===== src/core/ir_readout_defs.vh =====
// Purpose: Shared offsets, fields, codes and timing counts of the IR read-out block.
// Assumes: 100 MHz pclk, APB with 32-bit data, one register per aligned word.
// Notes: All values used by the design live here as macros.
`ifndef IR_READOUT_DEFS_VH
`define IR_READOUT_DEFS_VH

// ==================================================================
// Register byte offsets
`define OFS_CTRL 8'h00
`define OFS_KEY 8'h04
`define OFS_ST1 8'h08
`define OFS_DATA_FIRST 8'h0c
`define OFS_DATA_LAST 8'h1c
`define OFS_ST2 8'h20
`define OFS_STATE 8'h24

// ==================================================================
// Control register fields
`define CTRL_MODE_LSB 0
`define CTRL_MODE_MSB 2
`define CTRL_MEM_BIT 3
`define CTRL_FC_LSB 4
`define CTRL_FC_MSB 6
`define CTRL_INT_EN_BIT 7
`define CTRL_SOFTWARE_RESET_BIT_BIT 8

// Status register fields
`define ST1_READY_BIT 0
`define ST1_OVERRUN_BIT 1
`define ST2_PROTECT_BIT 0

// ==================================================================
// Operating mode field codes
`define MODE_STANDBY 3'h0
`define MODE_MEMORY 3'h1
`define MODE_SINGLE 3'h2
`define MODE_CONT0 3'h4
`define MODE_CONT1 3'h5
`define MODE_CONT2 3'h6
`define MODE_CONT3 3'h7
`define UNLOCK_KEY 8'ha5

// Sequencer states
`define ST_STANDBY 3'h0
`define ST_MEASURE 3'h1
`define ST_WAIT 3'h2
`define ST_HELD 3'h3
`define ST_MEMORY 3'h4
`define ST_SWITCH 3'h5

// ==================================================================
// Timing
`define CLK_PERIOD_NS 10
`define MEAS_BASE_NS 10000
`define MEAS_BASE_CYC ((`MEAS_BASE_NS + `CLK_PERIOD_NS - 1) / `CLK_PERIOD_NS)
`define CNT_W 21

`endif


===== src/core/sync2.v =====
// Purpose: Two flip-flop synchroniser for one asynchronous level.
// Assumes: Input is a pin from outside the pclk domain.
// Notes: Reset value is a parameter so a pin can idle high.
module sync2 #(
    parameter RESET_VAL = 1'b0
) (
    // Clock and reset
    input wire pclk,
    input wire presetn,
    // Level in and out
    input wire d,
    output reg q
);

reg meta_r;

always @(posedge pclk or negedge presetn) begin
    if (!presetn) begin
        meta_r <= RESET_VAL;
        q <= RESET_VAL;
    end else begin
        meta_r <= d;
        q <= meta_r;
    end
end

endmodule // sync2


===== src/core/ir_readout.v =====
// What this block does
// - After power-up with power-down pin high, sit in stand-by until mode written.
// - Power-down pin low stops every function, bus answers included.
// - Stand-by keeps registers until software reset; memory is closed there.
// - Memory access only with mode 001 and memory bit set; no measuring.
// - Memory writes allowed only after key A5 written in memory-access mode.
// - Mode 010 measures once, stores results, then powers analog off.
// - Single shot returns to stand-by after the span ST1 to ST2 is read.
// - Mode 100 measures back to back, period from filter cut-off field.
// - Modes 101 to 111 alternate a measurement and a mode-dependent wait.
// - Continuous modes end only when mode 000 is written; here a write of any other mode also ends them.
// - Rewriting the mode mid-measurement aborts it and keeps old results.
// - Storing results sets data-ready; enabled interrupt output goes high.
// - Overrun shows a result was left unread before the current read.
// - First read of data or second status starts read-out, clears both flags.
// - Data registers frozen from read-out start until second status read.
// - Reads during a measurement return the previous stored results.
// - Unread result overwritten by newer one keeps data-ready and sets overrun.
// - Result ending during read-out is discarded and sets overrun.
// - Switch operation has only power-down and auto-repeating measurement.
// - Both address-select pins high select switch operation, bus disabled.
// - Measure to wait ratio is 1:1, 1:3 and 1:7 in modes 1 to 3.
//
// Purpose: Mode sequencer and measurement read-out handshake behind an APB slave.
// Assumes: Analog results arrive on pclk; pins are synchronised here.
// Notes: APB answers with no wait state; pslverr marks unmapped or disabled access.
//
// Decided for this implementation: the APB register port and the address map.
`include "ir_readout_defs.vh"

module ir_readout #(
    parameter MEAS_BASE = `MEAS_BASE_CYC
) (
    // Clock and reset
    input wire pclk,
    input wire presetn,
    // APB slave
    input wire psel,
    input wire penable,
    input wire pwrite,
    input wire [7:0] paddr,
    input wire [31:0] pwdata,
    output reg [31:0] prdata,
    output wire pready,
    output wire pslverr,
    // Device pins
    input wire power_down_pin,
    input wire address_select_pin_0,
    input wire address_select_pin_1,
    output wire int_out,
    // Analog front end results
    input wire [15:0] adc_ir1,
    input wire [15:0] adc_ir2,
    input wire [15:0] adc_ir3,
    input wire [15:0] adc_ir4,
    input wire [15:0] adc_temp,
    output wire analog_on,
    // Switch operation conditions from non-volatile memory
    input wire [2:0] sw_filter_cutoff,
    // Non-volatile memory gates
    output wire nvm_access,
    output wire nvm_write_en
);

// ==================================================================
// Pin synchronisers
wire pdn_s;
wire address_select_pin_0_s;
wire address_select_pin_1_s;

sync2 #(.RESET_VAL(1'b0)) u_sync_pdn (
    .pclk(pclk),
    .presetn(presetn),
    .d(power_down_pin),
    .q(pdn_s)
);

sync2 #(.RESET_VAL(1'b0)) u_sync_address_select_pin_0 (
    .pclk(pclk),
    .presetn(presetn),
    .d(address_select_pin_0),
    .q(address_select_pin_0_s)
);

sync2 #(.RESET_VAL(1'b0)) u_sync_address_select_pin_1 (
    .pclk(pclk),
    .presetn(presetn),
    .d(address_select_pin_1),
    .q(address_select_pin_1_s)
);

// ==================================================================
// State
reg [2:0] operating_mode_field_r;
reg memory_mode_bit_r;
reg [2:0] filter_cutoff_field_r;
reg int_en_r;
reg [7:0] memory_unlock_key_r;
reg [2:0] state_r;
reg [`CNT_W-1:0] cnt_r;
reg data_ready_flag_r;
reg overrun_flag_r;
reg reading_r;
reg sw_mode_r;
reg started_r;
reg [15:0] data_r [0:4];

// ==================================================================
// Bus decode
wire bus_on = pdn_s && started_r && !sw_mode_r;
wire acc = psel && penable;
wire wr = acc && pwrite && bus_on;
wire rd = acc && !pwrite && bus_on;
wire wr_ctrl = wr && (paddr == `OFS_CTRL);
wire wr_key = wr && (paddr == `OFS_KEY);
wire rd_st2 = rd && (paddr == `OFS_ST2);
wire rd_data = rd && (paddr >= `OFS_DATA_FIRST) && (paddr <= `OFS_DATA_LAST)
    && (paddr[1:0] == 2'b00);
wire soft_rst = wr_ctrl && pwdata[`CTRL_SOFTWARE_RESET_BIT_BIT];
wire [2:0] new_mode = pwdata[`CTRL_MODE_MSB:`CTRL_MODE_LSB];
wire mode_written = wr_ctrl && !soft_rst;
wire mapped = (paddr == `OFS_CTRL) || (paddr == `OFS_KEY) || (paddr == `OFS_ST1)
    || (paddr == `OFS_ST2) || (paddr == `OFS_STATE) || (paddr[1:0] == 2'b00
    && paddr >= `OFS_DATA_FIRST && paddr <= `OFS_DATA_LAST);

assign pready = 1'b1;
assign pslverr = acc && (!bus_on || !mapped);

wire rd_start = (rd_data || rd_st2) && !reading_r;

// ==================================================================
// Measurement timing
wire [2:0] fc_sel = sw_mode_r ? sw_filter_cutoff : filter_cutoff_field_r;
wire [`CNT_W-1:0] meas_full = MEAS_BASE[`CNT_W-1:0] << fc_sel;
wire [`CNT_W-1:0] meas_len = meas_full - 1'b1;
reg [`CNT_W-1:0] wait_len;

always @* begin
    case (operating_mode_field_r)
        `MODE_CONT1: wait_len = meas_len;
        `MODE_CONT2: wait_len = (meas_full << 1) + meas_full - 1'b1;
        `MODE_CONT3: wait_len = (meas_full << 3) - meas_full - 1'b1;
        default: wait_len = meas_len;
    endcase
end

wire measuring = (state_r == `ST_MEASURE) || (state_r == `ST_SWITCH);
wire done_evt = measuring && (cnt_r == {`CNT_W{1'b0}}) && !mode_written;
wire discard = reading_r || rd_start;

assign analog_on = measuring;
assign nvm_access = (state_r == `ST_MEMORY);
assign nvm_write_en = nvm_access && (memory_unlock_key_r == `UNLOCK_KEY);
assign int_out = int_en_r && data_ready_flag_r && !sw_mode_r;

// ==================================================================
// Sequencer, flags and registers
integer i;

always @(posedge pclk or negedge presetn) begin
    if (!presetn) begin
        operating_mode_field_r <= 3'h0;
        memory_mode_bit_r <= 1'b0;
        filter_cutoff_field_r <= 3'h0;
        int_en_r <= 1'b0;
        memory_unlock_key_r <= 8'h00;
        state_r <= `ST_STANDBY;
        cnt_r <= {`CNT_W{1'b0}};
        data_ready_flag_r <= 1'b0;
        overrun_flag_r <= 1'b0;
        reading_r <= 1'b0;
        sw_mode_r <= 1'b0;
        started_r <= 1'b0;
        for (i = 0; i < 5; i = i + 1) begin
            data_r[i] <= 16'h0000;
        end
    end else if (!pdn_s || soft_rst) begin
        operating_mode_field_r <= 3'h0;
        memory_mode_bit_r <= 1'b0;
        filter_cutoff_field_r <= 3'h0;
        int_en_r <= 1'b0;
        memory_unlock_key_r <= 8'h00;
        state_r <= `ST_STANDBY;
        cnt_r <= {`CNT_W{1'b0}};
        data_ready_flag_r <= 1'b0;
        overrun_flag_r <= 1'b0;
        reading_r <= 1'b0;
        for (i = 0; i < 5; i = i + 1) begin
            data_r[i] <= 16'h0000;
        end
        // Straps are re-sampled at every power-down release.
        if (!pdn_s) begin
            started_r <= 1'b0;
        end
    end else if (!started_r) begin
        started_r <= 1'b1;
        sw_mode_r <= address_select_pin_0_s && address_select_pin_1_s;
        state_r <= (address_select_pin_0_s && address_select_pin_1_s) ? `ST_SWITCH : `ST_STANDBY;
        cnt_r <= meas_len;
    end else begin
        // Sequencer.
        case (state_r)
            `ST_MEASURE: begin
                if (cnt_r != {`CNT_W{1'b0}}) begin
                    cnt_r <= cnt_r - 1'b1;
                end else if (operating_mode_field_r == `MODE_SINGLE) begin
                    state_r <= `ST_HELD;
                end else if (operating_mode_field_r == `MODE_CONT0) begin
                    cnt_r <= meas_len;
                end else begin
                    state_r <= `ST_WAIT;
                    cnt_r <= wait_len;
                end
            end
            `ST_WAIT: begin
                if (cnt_r != {`CNT_W{1'b0}}) begin
                    cnt_r <= cnt_r - 1'b1;
                end else begin
                    state_r <= `ST_MEASURE;
                    cnt_r <= meas_len;
                end
            end
            `ST_SWITCH: begin
                if (cnt_r != {`CNT_W{1'b0}}) begin
                    cnt_r <= cnt_r - 1'b1;
                end else begin
                    cnt_r <= meas_len;
                end
            end
            `ST_STANDBY: begin
                cnt_r <= {`CNT_W{1'b0}};
            end
            `ST_HELD: begin
                cnt_r <= {`CNT_W{1'b0}};
            end
            `ST_MEMORY: begin
                cnt_r <= {`CNT_W{1'b0}};
            end
            default: begin
                state_r <= `ST_STANDBY;
            end
        endcase

        // Register writes. Mode changes assume the host went through stand-by.
        // host via stand-by
        if (wr_ctrl) begin
            operating_mode_field_r <= new_mode;
            memory_mode_bit_r <= pwdata[`CTRL_MEM_BIT];
            filter_cutoff_field_r <= pwdata[`CTRL_FC_MSB:`CTRL_FC_LSB];
            int_en_r <= pwdata[`CTRL_INT_EN_BIT];
            case (new_mode)
                `MODE_STANDBY: state_r <= `ST_STANDBY;
                `MODE_MEMORY: state_r <= pwdata[`CTRL_MEM_BIT] ? `ST_MEMORY : `ST_STANDBY;
                `MODE_SINGLE: state_r <= `ST_MEASURE;
                `MODE_CONT0: state_r <= `ST_MEASURE;
                `MODE_CONT1: state_r <= `ST_MEASURE;
                `MODE_CONT2: state_r <= `ST_MEASURE;
                `MODE_CONT3: state_r <= `ST_MEASURE;
                default: state_r <= `ST_STANDBY;
            endcase
            cnt_r <= (MEAS_BASE[`CNT_W-1:0] << pwdata[`CTRL_FC_MSB:`CTRL_FC_LSB]) - 1'b1;
            if (new_mode != `MODE_MEMORY) begin
                memory_unlock_key_r <= 8'h00;
            end
        end
        if (wr_key && state_r == `ST_MEMORY) begin
            memory_unlock_key_r <= pwdata[7:0];
        end

        // Read-out handshake; the set below wins over these clears.
        // clear on start
        if (rd_start) begin
            data_ready_flag_r <= 1'b0;
            overrun_flag_r <= 1'b0;
            reading_r <= 1'b1;
        end
        if (rd_st2) begin
            reading_r <= 1'b0;
            if (state_r == `ST_HELD && !wr_ctrl) begin
                operating_mode_field_r <= `MODE_STANDBY;
                state_r <= `ST_STANDBY;
            end
        end

        // Result store.
        if (done_evt) begin
            if (discard) begin
                overrun_flag_r <= 1'b1;
            end else begin
                data_r[0] <= adc_ir1;
                data_r[1] <= adc_ir2;
                data_r[2] <= adc_ir3;
                data_r[3] <= adc_ir4;
                data_r[4] <= adc_temp;
                data_ready_flag_r <= 1'b1;
                if (data_ready_flag_r) begin
                    overrun_flag_r <= 1'b1;
                end
            end
        end
    end
end

// ==================================================================
// Read data, captured in the setup phase so it is a flip-flop output
wire [2:0] data_idx = paddr[4:2] - 3'h3;

always @(posedge pclk or negedge presetn) begin
    if (!presetn) begin
        prdata <= 32'h0000_0000;
    end else if (psel && !penable && !pwrite && bus_on) begin
        case (paddr)
            `OFS_CTRL: prdata <= {24'h000000, int_en_r, filter_cutoff_field_r,
                memory_mode_bit_r, operating_mode_field_r};
            `OFS_KEY: prdata <= {23'h000000, nvm_write_en, memory_unlock_key_r};
            `OFS_ST1: prdata <= {30'h00000000, overrun_flag_r, data_ready_flag_r};
            `OFS_ST2: prdata <= {31'h00000000, reading_r};
            `OFS_STATE: prdata <= {26'h0000000, sw_mode_r, nvm_write_en, nvm_access,
                state_r};
            default: begin
                if (mapped) begin
                    prdata <= {16'h0000, data_r[data_idx]};
                end else begin
                    prdata <= 32'h0000_0000;
                end
            end
        endcase
    end else if (!psel) begin
        prdata <= 32'h0000_0000;
    end
end

endmodule // ir_readout


===== config.mk =====
export PLATFORM = sky130hd
export DESIGN_NAME = ir_readout
export DESIGN_NICKNAME = d
export VERILOG_FILES = /design/src/core/sync2.v /design/src/core/ir_readout.v
export VERILOG_INCLUDE_DIRS = /design/src /design/src/core
export SDC_FILE = /design/constraint.sdc
export NUM_CORES = 1
export LEC_CHECK = 0
export ABC_AREA = 1
export BUFFER_PORTS_ARGS = -buffer_cell sky130_fd_sc_hd__clkbuf_2
export CORE_ASPECT_RATIO = 1.2
export CORE_MARGIN = 1.5
export CORE_UTILIZATION = 45
export DETAILED_ROUTE_END_ITERATION = 12
export GPL_ROUTABILITY_DRIVEN = 0
export HOLD_SLACK_MARGIN = 0.06
export PLACE_DENSITY = 0.76
export SLEW_MARGIN = 20
export SYNTH_ARGS = -nofsm -noshare
export SYNTH_HDL_FRONTEND = slang
export SYNTH_SLANG_ARGS = --single-unit

===== constraint.sdc =====
create_clock -name pclk -period 5.5 [get_ports pclk]
set_input_delay 0.55 -clock pclk [delete_from_list [all_inputs] [get_ports pclk]]
set_output_delay 0.55 -clock pclk [all_outputs]
set_load 0.05 [all_outputs]

* After elaboration in Yosys (flattened, before gate mapping)
Cells that the tools add are included.
** Operators by class
- Add/sub/neg operators :: 8
- Multiply operators :: 0
- Divide/modulo/power cells :: 0
- Order comparisons :: 3
- Equality and inequality tests :: 26
- Shifts and indexed selects :: 2
- Multiplexer cells :: 70
- Bitwise gates (word level) :: 3
- Reduce and logical (&&, ||, !) cells :: 71
** Operator list (count)
- $mux W80 :: 4
- $mux W21 :: 7
- $sub A21 B1 Y21 const B :: 5
- $pmux W16 S5 :: 1
- $mux W32 :: 2
- $pmux W21 S3 :: 1
- $mux W3 :: 20
- $bmux W16 S3 :: 1
- $mux W16 :: 3
- $pmux W21 S2 :: 1
- $shl A10 B3 Y21 const A :: 2
- $mux W8 :: 5
- $logic_and A1 B1 Y1 :: 30
- $eq A3 B3 Y1 const B :: 9
- $mux W1 :: 23
- $add A21 B21 Y21 :: 1
- $logic_not A21 Y1 :: 1
- $reduce_bool A21 Y1 :: 1
- $sub A21 B21 Y21 :: 1
- $eq A8 B6 Y1 const B :: 2
- $eq A3 B2 Y1 const B :: 4
- $logic_not A1 Y1 :: 10
- $logic_or A1 B1 Y1 :: 10
- $pmux W3 S3 :: 1
- other kinds (27) :: 38
** Storage, ports and cells
- Register bits after elaboration :: 163
- Latch bits :: 0
- Bits in writable memories :: 0
- Memory bits (read-only) :: 0
- Input port bits :: 131
- Logic and storage cells :: 207
- Memories kept :: 0

* Depth between registers and ports, before layout
Gate-level depths: netlist (run 1).
- Depth after elaboration :: 14
- Gate-level depth with buffers :: 25
- Mapped depth without buffers :: 24

* Cells and area by module
Synthesis (run 1) repeated with hierarchy kept, for this count alone.
** Second synthesis, totals
- Cells, all modules :: 1384
- Area total of the unflattened synthesis :: 9870.7 µm²
** Modules (own cells, without submodules)
- ir_readout :: times used 1, cells an instance 1378, area an instance 9720.6 µm², sequential area each 3528.4 µm²
- sync2 :: times used 3, cells an instance 2, area an instance 50.0 µm², sequential area each 50.0 µm²

* Worst setup path after synthesis (run 1)
OpenSTA, ideal clock, no wires.
- Path type :: flip-flop to output port
- From :: register state_r[1]
- To :: output nvm_write_en
- Arrival time :: 2.625 ns
- Data required time :: 4.950 ns
- Setup slack :: 2.325 ns
- Stages on the path, launching flop included :: 6
- Path through :: dfrtp_1 > nor2_1 > inv_1 > nor2_1 > inv_1 > nor3_1
** On the way
- Word-level cells in the longest chain between the ends :: 2
** RTL lines
- start, declared :: line ir_readout.v:99 : reg [2:0] state_r;
- start signal, assigned :: line ir_readout.v:167 : state_r <= `ST_STANDBY;
- start signal, assigned :: line ir_readout.v:183 : state_r <= `ST_STANDBY;
- start signal, assigned :: line ir_readout.v:198 : state_r <= (address_select_pin_0_s && address_select_pin_1_s) ? `ST_SWITCH : `ST_STANDBY;
- $eq A3 B3 Y1
- named net nvm_access :: line ir_readout.v:61 : output wire nvm_access,
- $logic_and A1 B1 Y1 :: line ir_readout.v:153 : assign nvm_write_en = nvm_access && (memory_unlock_key_r == `UNLOCK_KEY);
- end, declared :: line ir_readout.v:62 : output wire nvm_write_en
The timed path passes the listed nets, and every way through them passes these cells.

* Final worst setup path (run 1)
- From :: register sw_mode_r
- To :: register cnt_r[16]
** On the way
- Word-level cells in the longest chain between the ends :: 12
- Elaborated cells on any way between the ends :: 25
- Classes of those cells :: add/sub: 5; eq/ne: 2; shift: 1; mux: 10; reduce/logical: 7
** RTL lines
- start, declared :: line ir_readout.v:104 : reg sw_mode_r;
- start signal, assigned :: line ir_readout.v:197 : sw_mode_r <= address_select_pin_0_s && address_select_pin_1_s;
- $mux W3 :: line ir_readout.v:133 : wire [2:0] fc_sel = sw_mode_r ? sw_filter_cutoff : filter_cutoff_field_r;
- $shl A10 B3 Y21 :: line ir_readout.v:134 : wire [`CNT_W-1:0] meas_full = MEAS_BASE[`CNT_W-1:0] << fc_sel;
- $sub A21 B21 Y21 or $add A21 B21 Y21 (tied branches) :: line ir_readout.v:142, ir_readout.v:141
- $sub A21 B1 Y21 (on tied branches) :: line ir_readout.v:142, ir_readout.v:141
- $pmux W21 S2 :: line ir_readout.v:139 : case (operating_mode_field_r)
- $mux W21 :: line ir_readout.v:208 : end else if (operating_mode_field_r == `MODE_CONT0) begin
- $mux W21 :: line ir_readout.v:206 : end else if (operating_mode_field_r == `MODE_SINGLE) begin
- $mux W21 :: line ir_readout.v:204 : if (cnt_r != {`CNT_W{1'b0}}) begin
- $pmux W21 S3 :: line ir_readout.v:202 : case (state_r)
- $mux W21 :: line ir_readout.v:246 : if (wr_ctrl) begin
- $mux W21 :: line ir_readout.v:195 : end else if (!started_r) begin
- $mux W21 :: line ir_readout.v:177 : end else if (!pdn_s || soft_rst) begin
- end signal, assigned :: line ir_readout.v:184 : cnt_r <= {`CNT_W{1'b0}};
- end signal, assigned :: line ir_readout.v:199 : cnt_r <= meas_len;
- end signal, assigned :: line ir_readout.v:205 : cnt_r <= cnt_r - 1'b1;
- end, declared :: line ir_readout.v:100 : reg [`CNT_W-1:0] cnt_r;
Parallel ways exist; a longest one is shown, timed or not. The select of a mux whose other input is x is not followed.
A chain may end at the register's enable or synchronous reset.

==> results of run 1 <==
Yosys cell counts, types with 19 or more instances:
| cell type | count | area [sq um] |
|---|---|---|
| a21oi_1 | 88 | 440 |
| buf_4 | 25 | 188 |
| clkbuf_1 | 28 | 105 |
| dfrtp_1 | 147 | 3680 |
| ha_1 | 26 | 325 |
| inv_1 | 154 | 578 |
| nand2_1 | 334 | 1250 |
| nand3_1 | 137 | 686 |
| nand4_1 | 19 | 119 |
| nor2_1 | 105 | 394 |
| nor3_1 | 20 | 100 |
| o21ai_0 | 117 | 586 |
where the power goes:
part | internal [uW] | switching (uW)
sequential | 1100 | 21.3
clock | 649 | 533
combinational | 182 | 402
through the flow:
step | cell area, sq um | std cells | setup WS (ns) | power, uW | util
3_5_place_dp | 10500 | 1735 | 1.80 | 1700 | 0.498
5_1_grt | 11200 | 1769 | 1.42 | 3010 | 0.528
3_3_place_gp | 10500 | 1735 | 1.84 | 1700 | 0.498
6_report | 11200 | 1769 | 1.73 | 2880 | 0.528
2_1_floorplan | 9830 | 1395 | 2.32 | 1540 | -
4_1_cts | 11100 | 1767 | 1.85 | 2880 | 0.526
sequential cells by signal, summed over array words and instances, names as in the netlist:
signal / count
u_sync_address_select_pin_0.q: 1
state_r: 3
u_sync_address_select_pin_1.meta_r: 1
int_en_r: 1
started_r: 1
data_r: 80
u_sync_address_select_pin_0.meta_r: 1
filter_cutoff_field_r: 3
u_sync_pdn.meta_r: 1
cnt_r: 21
reading_r: 1
prdata: 16
u_sync_pdn.q: 1
operating_mode_field_r: 3
data_ready_flag_r: 1
overrun_flag_r: 1
sw_mode_r: 1
u_sync_address_select_pin_1.q: 1
memory_unlock_key_r: 8
memory_mode_bit_r: 1
per-layer routing:
| layer | wire length (microns) | part of all wire | global-route usage | up-vias |
|---|---|---|---|---|
| met5 | 0 | 0 | 0 | - |
| met1 | 11700 | 0.40 | 0.335 | 4640 |
| met4 | 1140 | 0.039 | 0.137 | 0 |
| met3 | 2330 | 0.079 | 0.0559 | 75 |
| li1 | - | - | - | 4752 |
| met2 | 14400 | 0.49 | 0.449 | 478 |
cell type report:
| class | instances | area, sq um | area share |
|---|---|---|---|
| well taps | 270 | 338 | 0.0303 |
| multi-input cells | 1007 | 5120 | 0.459 |
| inverters | 168 | 633 | 0.0568 |
| repair buffers | 145 | 797 | 0.0715 |
| flip-flops and latches | 147 | 3680 | 0.330 |
| clock buffers | 18 | 429 | 0.0385 |
| clock inverters | 14 | 163 | 0.0146 |
worst paths after layout:
path                                                              start                                           end  cells past startpoint
max                                               sw_mode_r$_DFFE_PN0P_                         cnt_r[16]$_DFFE_PN0P_                     22
min                                                address_select_pin_0  u_sync_address_select_pin_0.meta_r$_DFF_PN0_                      1
max reg2reg                                       sw_mode_r$_DFFE_PN0P_                         cnt_r[16]$_DFFE_PN0P_                     22
min reg2reg                u_sync_address_select_pin_0.meta_r$_DFF_PN0_       u_sync_address_select_pin_0.q$_DFF_PN0_                      0
max in group asynchronous                                       presetn                        prdata[13]$_DFFE_PN0P_                      4
min in group asynchronous                                       presetn                          cnt_r[7]$_DFFE_PN0P_                      2
worst max-delay path, cell delays in order (launching register included):
cell	delay [ns]
dfrtp_1	0.52
inv_4	0.11
nand2_1	0.08
nand2_1	0.28
nor2_4	0.35
inv_1	0.21
nand2_1	0.23
ha_1	0.18
inv_1	0.06
ha_1	0.35
nand2_1	0.11
o21ai_0	0.26
nor2_1	0.10
nor2_1	0.16
nor2_1	0.09
nand2_1	0.09
nand2_1	0.05
nand3_1	0.08
nand3_1	0.10
nand2_1	0.07
nand2_1	0.05
nand2_1	0.07
nand2_1	0.06
logic make-up (layout without fill, tap and decap cells):
kind of cell	count (synthesis)	count (layout)	synth area share
DFF	147	147	0.377
adders and majority gates	29	29	0.0395
other	2	18	0.000769
xor gates and xnor gates	13	13	0.0117
buffers and inverters	241	345	0.106
and+or+nand+nor	655	655	0.293
AOI/OAI and AO/OA	292	292	0.172
==> results.sh, run 1 <==
export IMPL_path_class="flip-flop to flip-flop"
export IMPL_cp_max_fo=11
export IMPL_tritoncts="done"
export IMPL_start_util=0.462
export IMPL_leakagePower_uw=0.00556
export IMPL_yosys_warnings=0
export IMPL_pin_count=169
export IMPL_hold_class="input port to flip-flop"
export IMPL_ant_nets=0
export IMPL_synth_edff_count=0
export IMPL_clk_latency_ns=0.43
export IMPL_outcome="complete, no violations"
export IMPL_layout_common_cells="nand2_1, inv_1, dfrtp_1, nand3_1, clkbuf_2"
export IMPL_drive_gt1_frac=0.147
export IMPL_portBuffers=128
export IMPL_whs_ns=0.224
export IMPL_cts_sinks=147
export IMPL_skew_ns=0.0175
export IMPL_netlist_area_sq_um=9770
export IMPL_htreeDepth=4
export IMPL_die_w_microns=137
export IMPL_diodes=0
export IMPL_wirelength_microns=29500
export IMPL_viasPerCell=5.62
export IMPL_clk_pin_slew_worst_paths_ns=0.07
export IMPL_ys_types=55
export IMPL_worstPathRequired_ns=5.81
export IMPL_fin_setup_tns_ns=0
export IMPL_max_slew_margin=0.418
export IMPL_synthCells=1379
export IMPL_drt_iter0_markers=972
export IMPL_vdd_drop_max_uv=202
export IMPL_grt_pass1_wl_microns=47600
export IMPL_cts_resized=0
export IMPL_n_fill_cell=2053
export IMPL_final_net_count=1646
export IMPL_worst_pin_slew_ns=0.867
export IMPL_cts_hold_fix_buffers=0
export IMPL_crit_arrival_ns=4.08
export IMPL_syn_to_final_growth_pct=14.2
export IMPL_seq_area_frac_synth=0.377
export IMPL_grt_ovfl_total=0
export IMPL_cts_buffer_depth=2
export IMPL_slew_viol_final=0
export IMPL_ff2ff_setup_slack_ns=1.73
export IMPL_setup_viol=0
export IMPL_period_needed_ns=3.77
export IMPL_yosys_most_used_dff="dfrtp_1"
export IMPL_antenna_found_initial=0
export IMPL_drc=0
export IMPL_power_density_nw_per_um2=259
export IMPL_finalHoldViolCount=0
export IMPL_rows=58
export IMPL_grt_setup_unrepaired="no"
export IMPL_grt_usage=0.272
export IMPL_drt_first_pass_iters=6
export IMPL_max_cap_viol_count=0
export IMPL_finalCritPeriodShare=0.686
export IMPL_postCtsSetupBuffers=0
export IMPL_grt_max_degree=110
export IMPL_cp_start_kind="flip-flop"
export IMPL_vias=9945
export IMPL_fmax_mhz=265
export IMPL_core_area_sq_um=21100
export IMPL_cts_made_buffers=17
export IMPL_hpwl_microns=21500
export IMPL_ys_ff_latch=147
export IMPL_wl_per_cell_microns=16.7
export IMPL_final_common_cell="nand2_1"
export IMPL_crit_path_end_kind="flip-flop"
export IMPL_dieArea_sq_um=22600
export IMPL_root_buffer="clkbuf_16"
export IMPL_async_reset_ff_frac=1.00
export IMPL_avgSynthCellArea_sq_um=7.08
export IMPL_grt_pass1_vias=9585
export IMPL_die_h_microns=164
Power figures use the tool's default switching activity.
==> run 2: changes to the inputs <==
Clock period 5.5 ns to 3.9 ns, I/O delays scaled along.
==> run 2 against run 1 <==
  * Clock power is 43% higher
  * Register-to-register slack worse by 1.4 ns
  * Non-clock buffer count is 6 higher
  * Critical path depth is 1 lower
  * Global-route usage is 0.47 points higher
  * Power is 42% higher
  * Critical path type unchanged
  * First-iteration DRC count is 14% lower
  * Setup slack worse by 1.4 ns
  * Highest routed layer unchanged
  * Core utilization is 0.20 points higher
==> results.sh, run 2 (synthesis gave the netlist of run 1 again) <==
export IMPL_final_common_cell="nand2_1"
export IMPL_worst_pin_slew_ns=0.981
export IMPL_fin_setup_tns_ns=0
export IMPL_cts_sinks=147
export IMPL_vdd_drop_max_uv=295
export IMPL_clk_latency_ns=0.43
export IMPL_crit_chain="inv_4, nand2_1, nand2_1, nand2_1, nand2_1, ha_1, inv_1, ha_1, nand2_1, nor3_1, nor2_1, nor2_1, nor2_1, nand2_1, nand2_1, nand3_1, nand3_1, nand2_1, nand2_1, nand2_1, nand2_1"
export IMPL_cts_buffer_depth=2
export IMPL_grt_setup_unrepaired="no"
export IMPL_hpwl_microns=21800
export IMPL_crit_path_end_kind="flip-flop"
export IMPL_p_sw_uw=1340
export IMPL_hold_class="input port to flip-flop"
export IMPL_grt_pass1_vias=9626
export IMPL_die_w_microns=137
export IMPL_max_cap_viol_count=0
export IMPL_wirelength_microns=30100
export IMPL_syn_to_final_growth_pct=14.6
export IMPL_start_util=0.462
export IMPL_dieArea_sq_um=22600
export IMPL_core_area_sq_um=21100
export IMPL_rows=58
export IMPL_slew_viol_final=0
export IMPL_outcome="complete, no violations"
export IMPL_drt_first_pass_iters=8
export IMPL_pin_count=169
export IMPL_power_frac_clock=0.413
export IMPL_final_net_count=1652
export IMPL_setup_viol=0
export IMPL_finalHoldViolCount=0
export IMPL_worstPathRequired_ns=4.20
export IMPL_clk_pin_slew_worst_paths_ns=0.06
export IMPL_grt_usage=0.276
export IMPL_period_needed_ns=3.54
export IMPL_cp_max_fo=11
export IMPL_final_util=0.530
export IMPL_drc=0
export IMPL_root_buffer="clkbuf_16"
export IMPL_skew_ns=0.0222
export IMPL_fmax_mhz=282
export IMPL_r2r_cells=21
export IMPL_htreeDepth=4
export IMPL_grt_max_degree=102
export IMPL_finalPower_uw=4100
export IMPL_drt_iter0_markers=837
export IMPL_leakagePower_uw=0.00558
export IMPL_antenna_found_initial=0
export IMPL_path_class="flip-flop to flip-flop"
export IMPL_power_density_nw_per_um2=367
export IMPL_drive_gt1_frac=0.152
export IMPL_grt_pass1_wl_microns=48800
export IMPL_vias=10000
export IMPL_cts_made_buffers=17
export IMPL_ant_nets=0
export IMPL_viasPerCell=5.66
export IMPL_layout_common_cells="nand2_1, inv_1, dfrtp_1, nand3_1, clkbuf_2"
export IMPL_largest_reg_flops=80
export IMPL_wl_per_cell_microns=16.9
export IMPL_grt_ovfl_total=0
export IMPL_max_stage_delay_ns=0.52
export IMPL_diodes=0
export IMPL_sw_frac_of_total=0.326
export IMPL_crit_path_top_delay_cell="dfrtp_1"
export IMPL_portBuffers=128
export IMPL_reg_top3="data_r (80), cnt_r (21), prdata (16)"
export IMPL_regMostFlops="data_r"
export IMPL_tritoncts="done"
export IMPL_p_int_uw=2770
export IMPL_hold_path_depth=1
export IMPL_finalCritPeriodShare=0.909
export IMPL_crit_arrival_ns=3.85
export IMPL_critical_path_most_common_cell="nand2_1"
export IMPL_share_comb_of_total_power=0.204
export IMPL_die_h_microns=164
export IMPL_p_seq_frac=0.384
export IMPL_max_slew_margin=0.346
export IMPL_cp_start_kind="flip-flop"
==> run 2: changes by cell type in the layout (fill, tap and decap cells not counted), sizes merged <==
cell,before,now
clkinvlp,1,2
bufinv,1,2
clkbuf,145,144
inv,176,174
buf,17,23
==> run 2: cell type report <==
| type | instances | area (sq um) |
|---|---|---|
| clock inverters | 14 | 168 |
| inverters | 168 | 633 |
| flip-flops and latches | 147 | 3680 |
| repair buffers | 151 | 835 |
| well taps | 270 | 338 |
| clock buffers | 17 | 425 |
| fillers | 2017 | 9920 |
| multi-input cells | 1007 | 5120 |
==> run 2: metrics by stage <==
step                std cells  area (sq um)  setup slack, ns  hold WS [ns]
CTS                      1772         11200            0.387        0.0642
global route             1774         11200            0.119        0.0727
finish                   1774         11200            0.356        0.0700
floorplan                1395          9830            0.792        0.0944
global placement         1740         10600            0.505         0.335
detailed placement       1740         10600            0.420         0.338
==> run 2: final timing paths <==
kind                                                                      to  slack [ns]                                          from
worst max-delay path                                   cnt_r[16]$_DFFE_PN0P_        0.36                         sw_mode_r$_DFFE_PN0P_
worst min-delay path            u_sync_address_select_pin_0.meta_r$_DFF_PN0_        0.07                          address_select_pin_0
max in group asynchronous                             data_r[21]$_DFFE_PN0P_        3.00                                       presetn
worst max register to register                         cnt_r[16]$_DFFE_PN0P_        0.36                         sw_mode_r$_DFFE_PN0P_
min in group asynchronous                              data_r[7]$_DFFE_PN0P_        0.08                                       presetn
worst min register to register       u_sync_address_select_pin_0.q$_DFF_PN0_        0.36  u_sync_address_select_pin_0.meta_r$_DFF_PN0_
==> run 2: what timing repair did <==
action	4_1_cts	5_1_grt
setup endpoints to repair	0	1
gates resized for setup	0	0
hold endpoints to repair	1	0
hold buffers	1	0
setup buffers	0	2
==> run 2: metal layers <==
metal | vias to the layer above | part of all wire | track usage
met5 | - | 0 | 0
met4 | 0 | 0.040 | 0.127
met3 | 89 | 0.083 | 0.0608
met1 | 4650 | 0.39 | 0.345
li1 | 4772 | - | -
met2 | 521 | 0.48 | 0.454
==> run 2: power by group through the flow <==
stage / Combinational [uW] / Sequential [uW] / Clock (uW)
final: 835 / 1570 / 1690
after global routing: 936 / 1580 / 1770
after CTS: 819 / 1570 / 1710
after detailed placement: 812 / 1600 / 0
after global placement: 795 / 1600 / 0
after floorplan: 576 / 1590 / 0
==> run 2: critical path, delay by kind of cell (launching register included) <==
kind	cells	cell delay, ns
buffers and inverters	2	0.15
AND/OR/NAND/NOR	17	2.15
adder cells (fa/ha/maj)	2	0.61
flip-flops	1	0.52
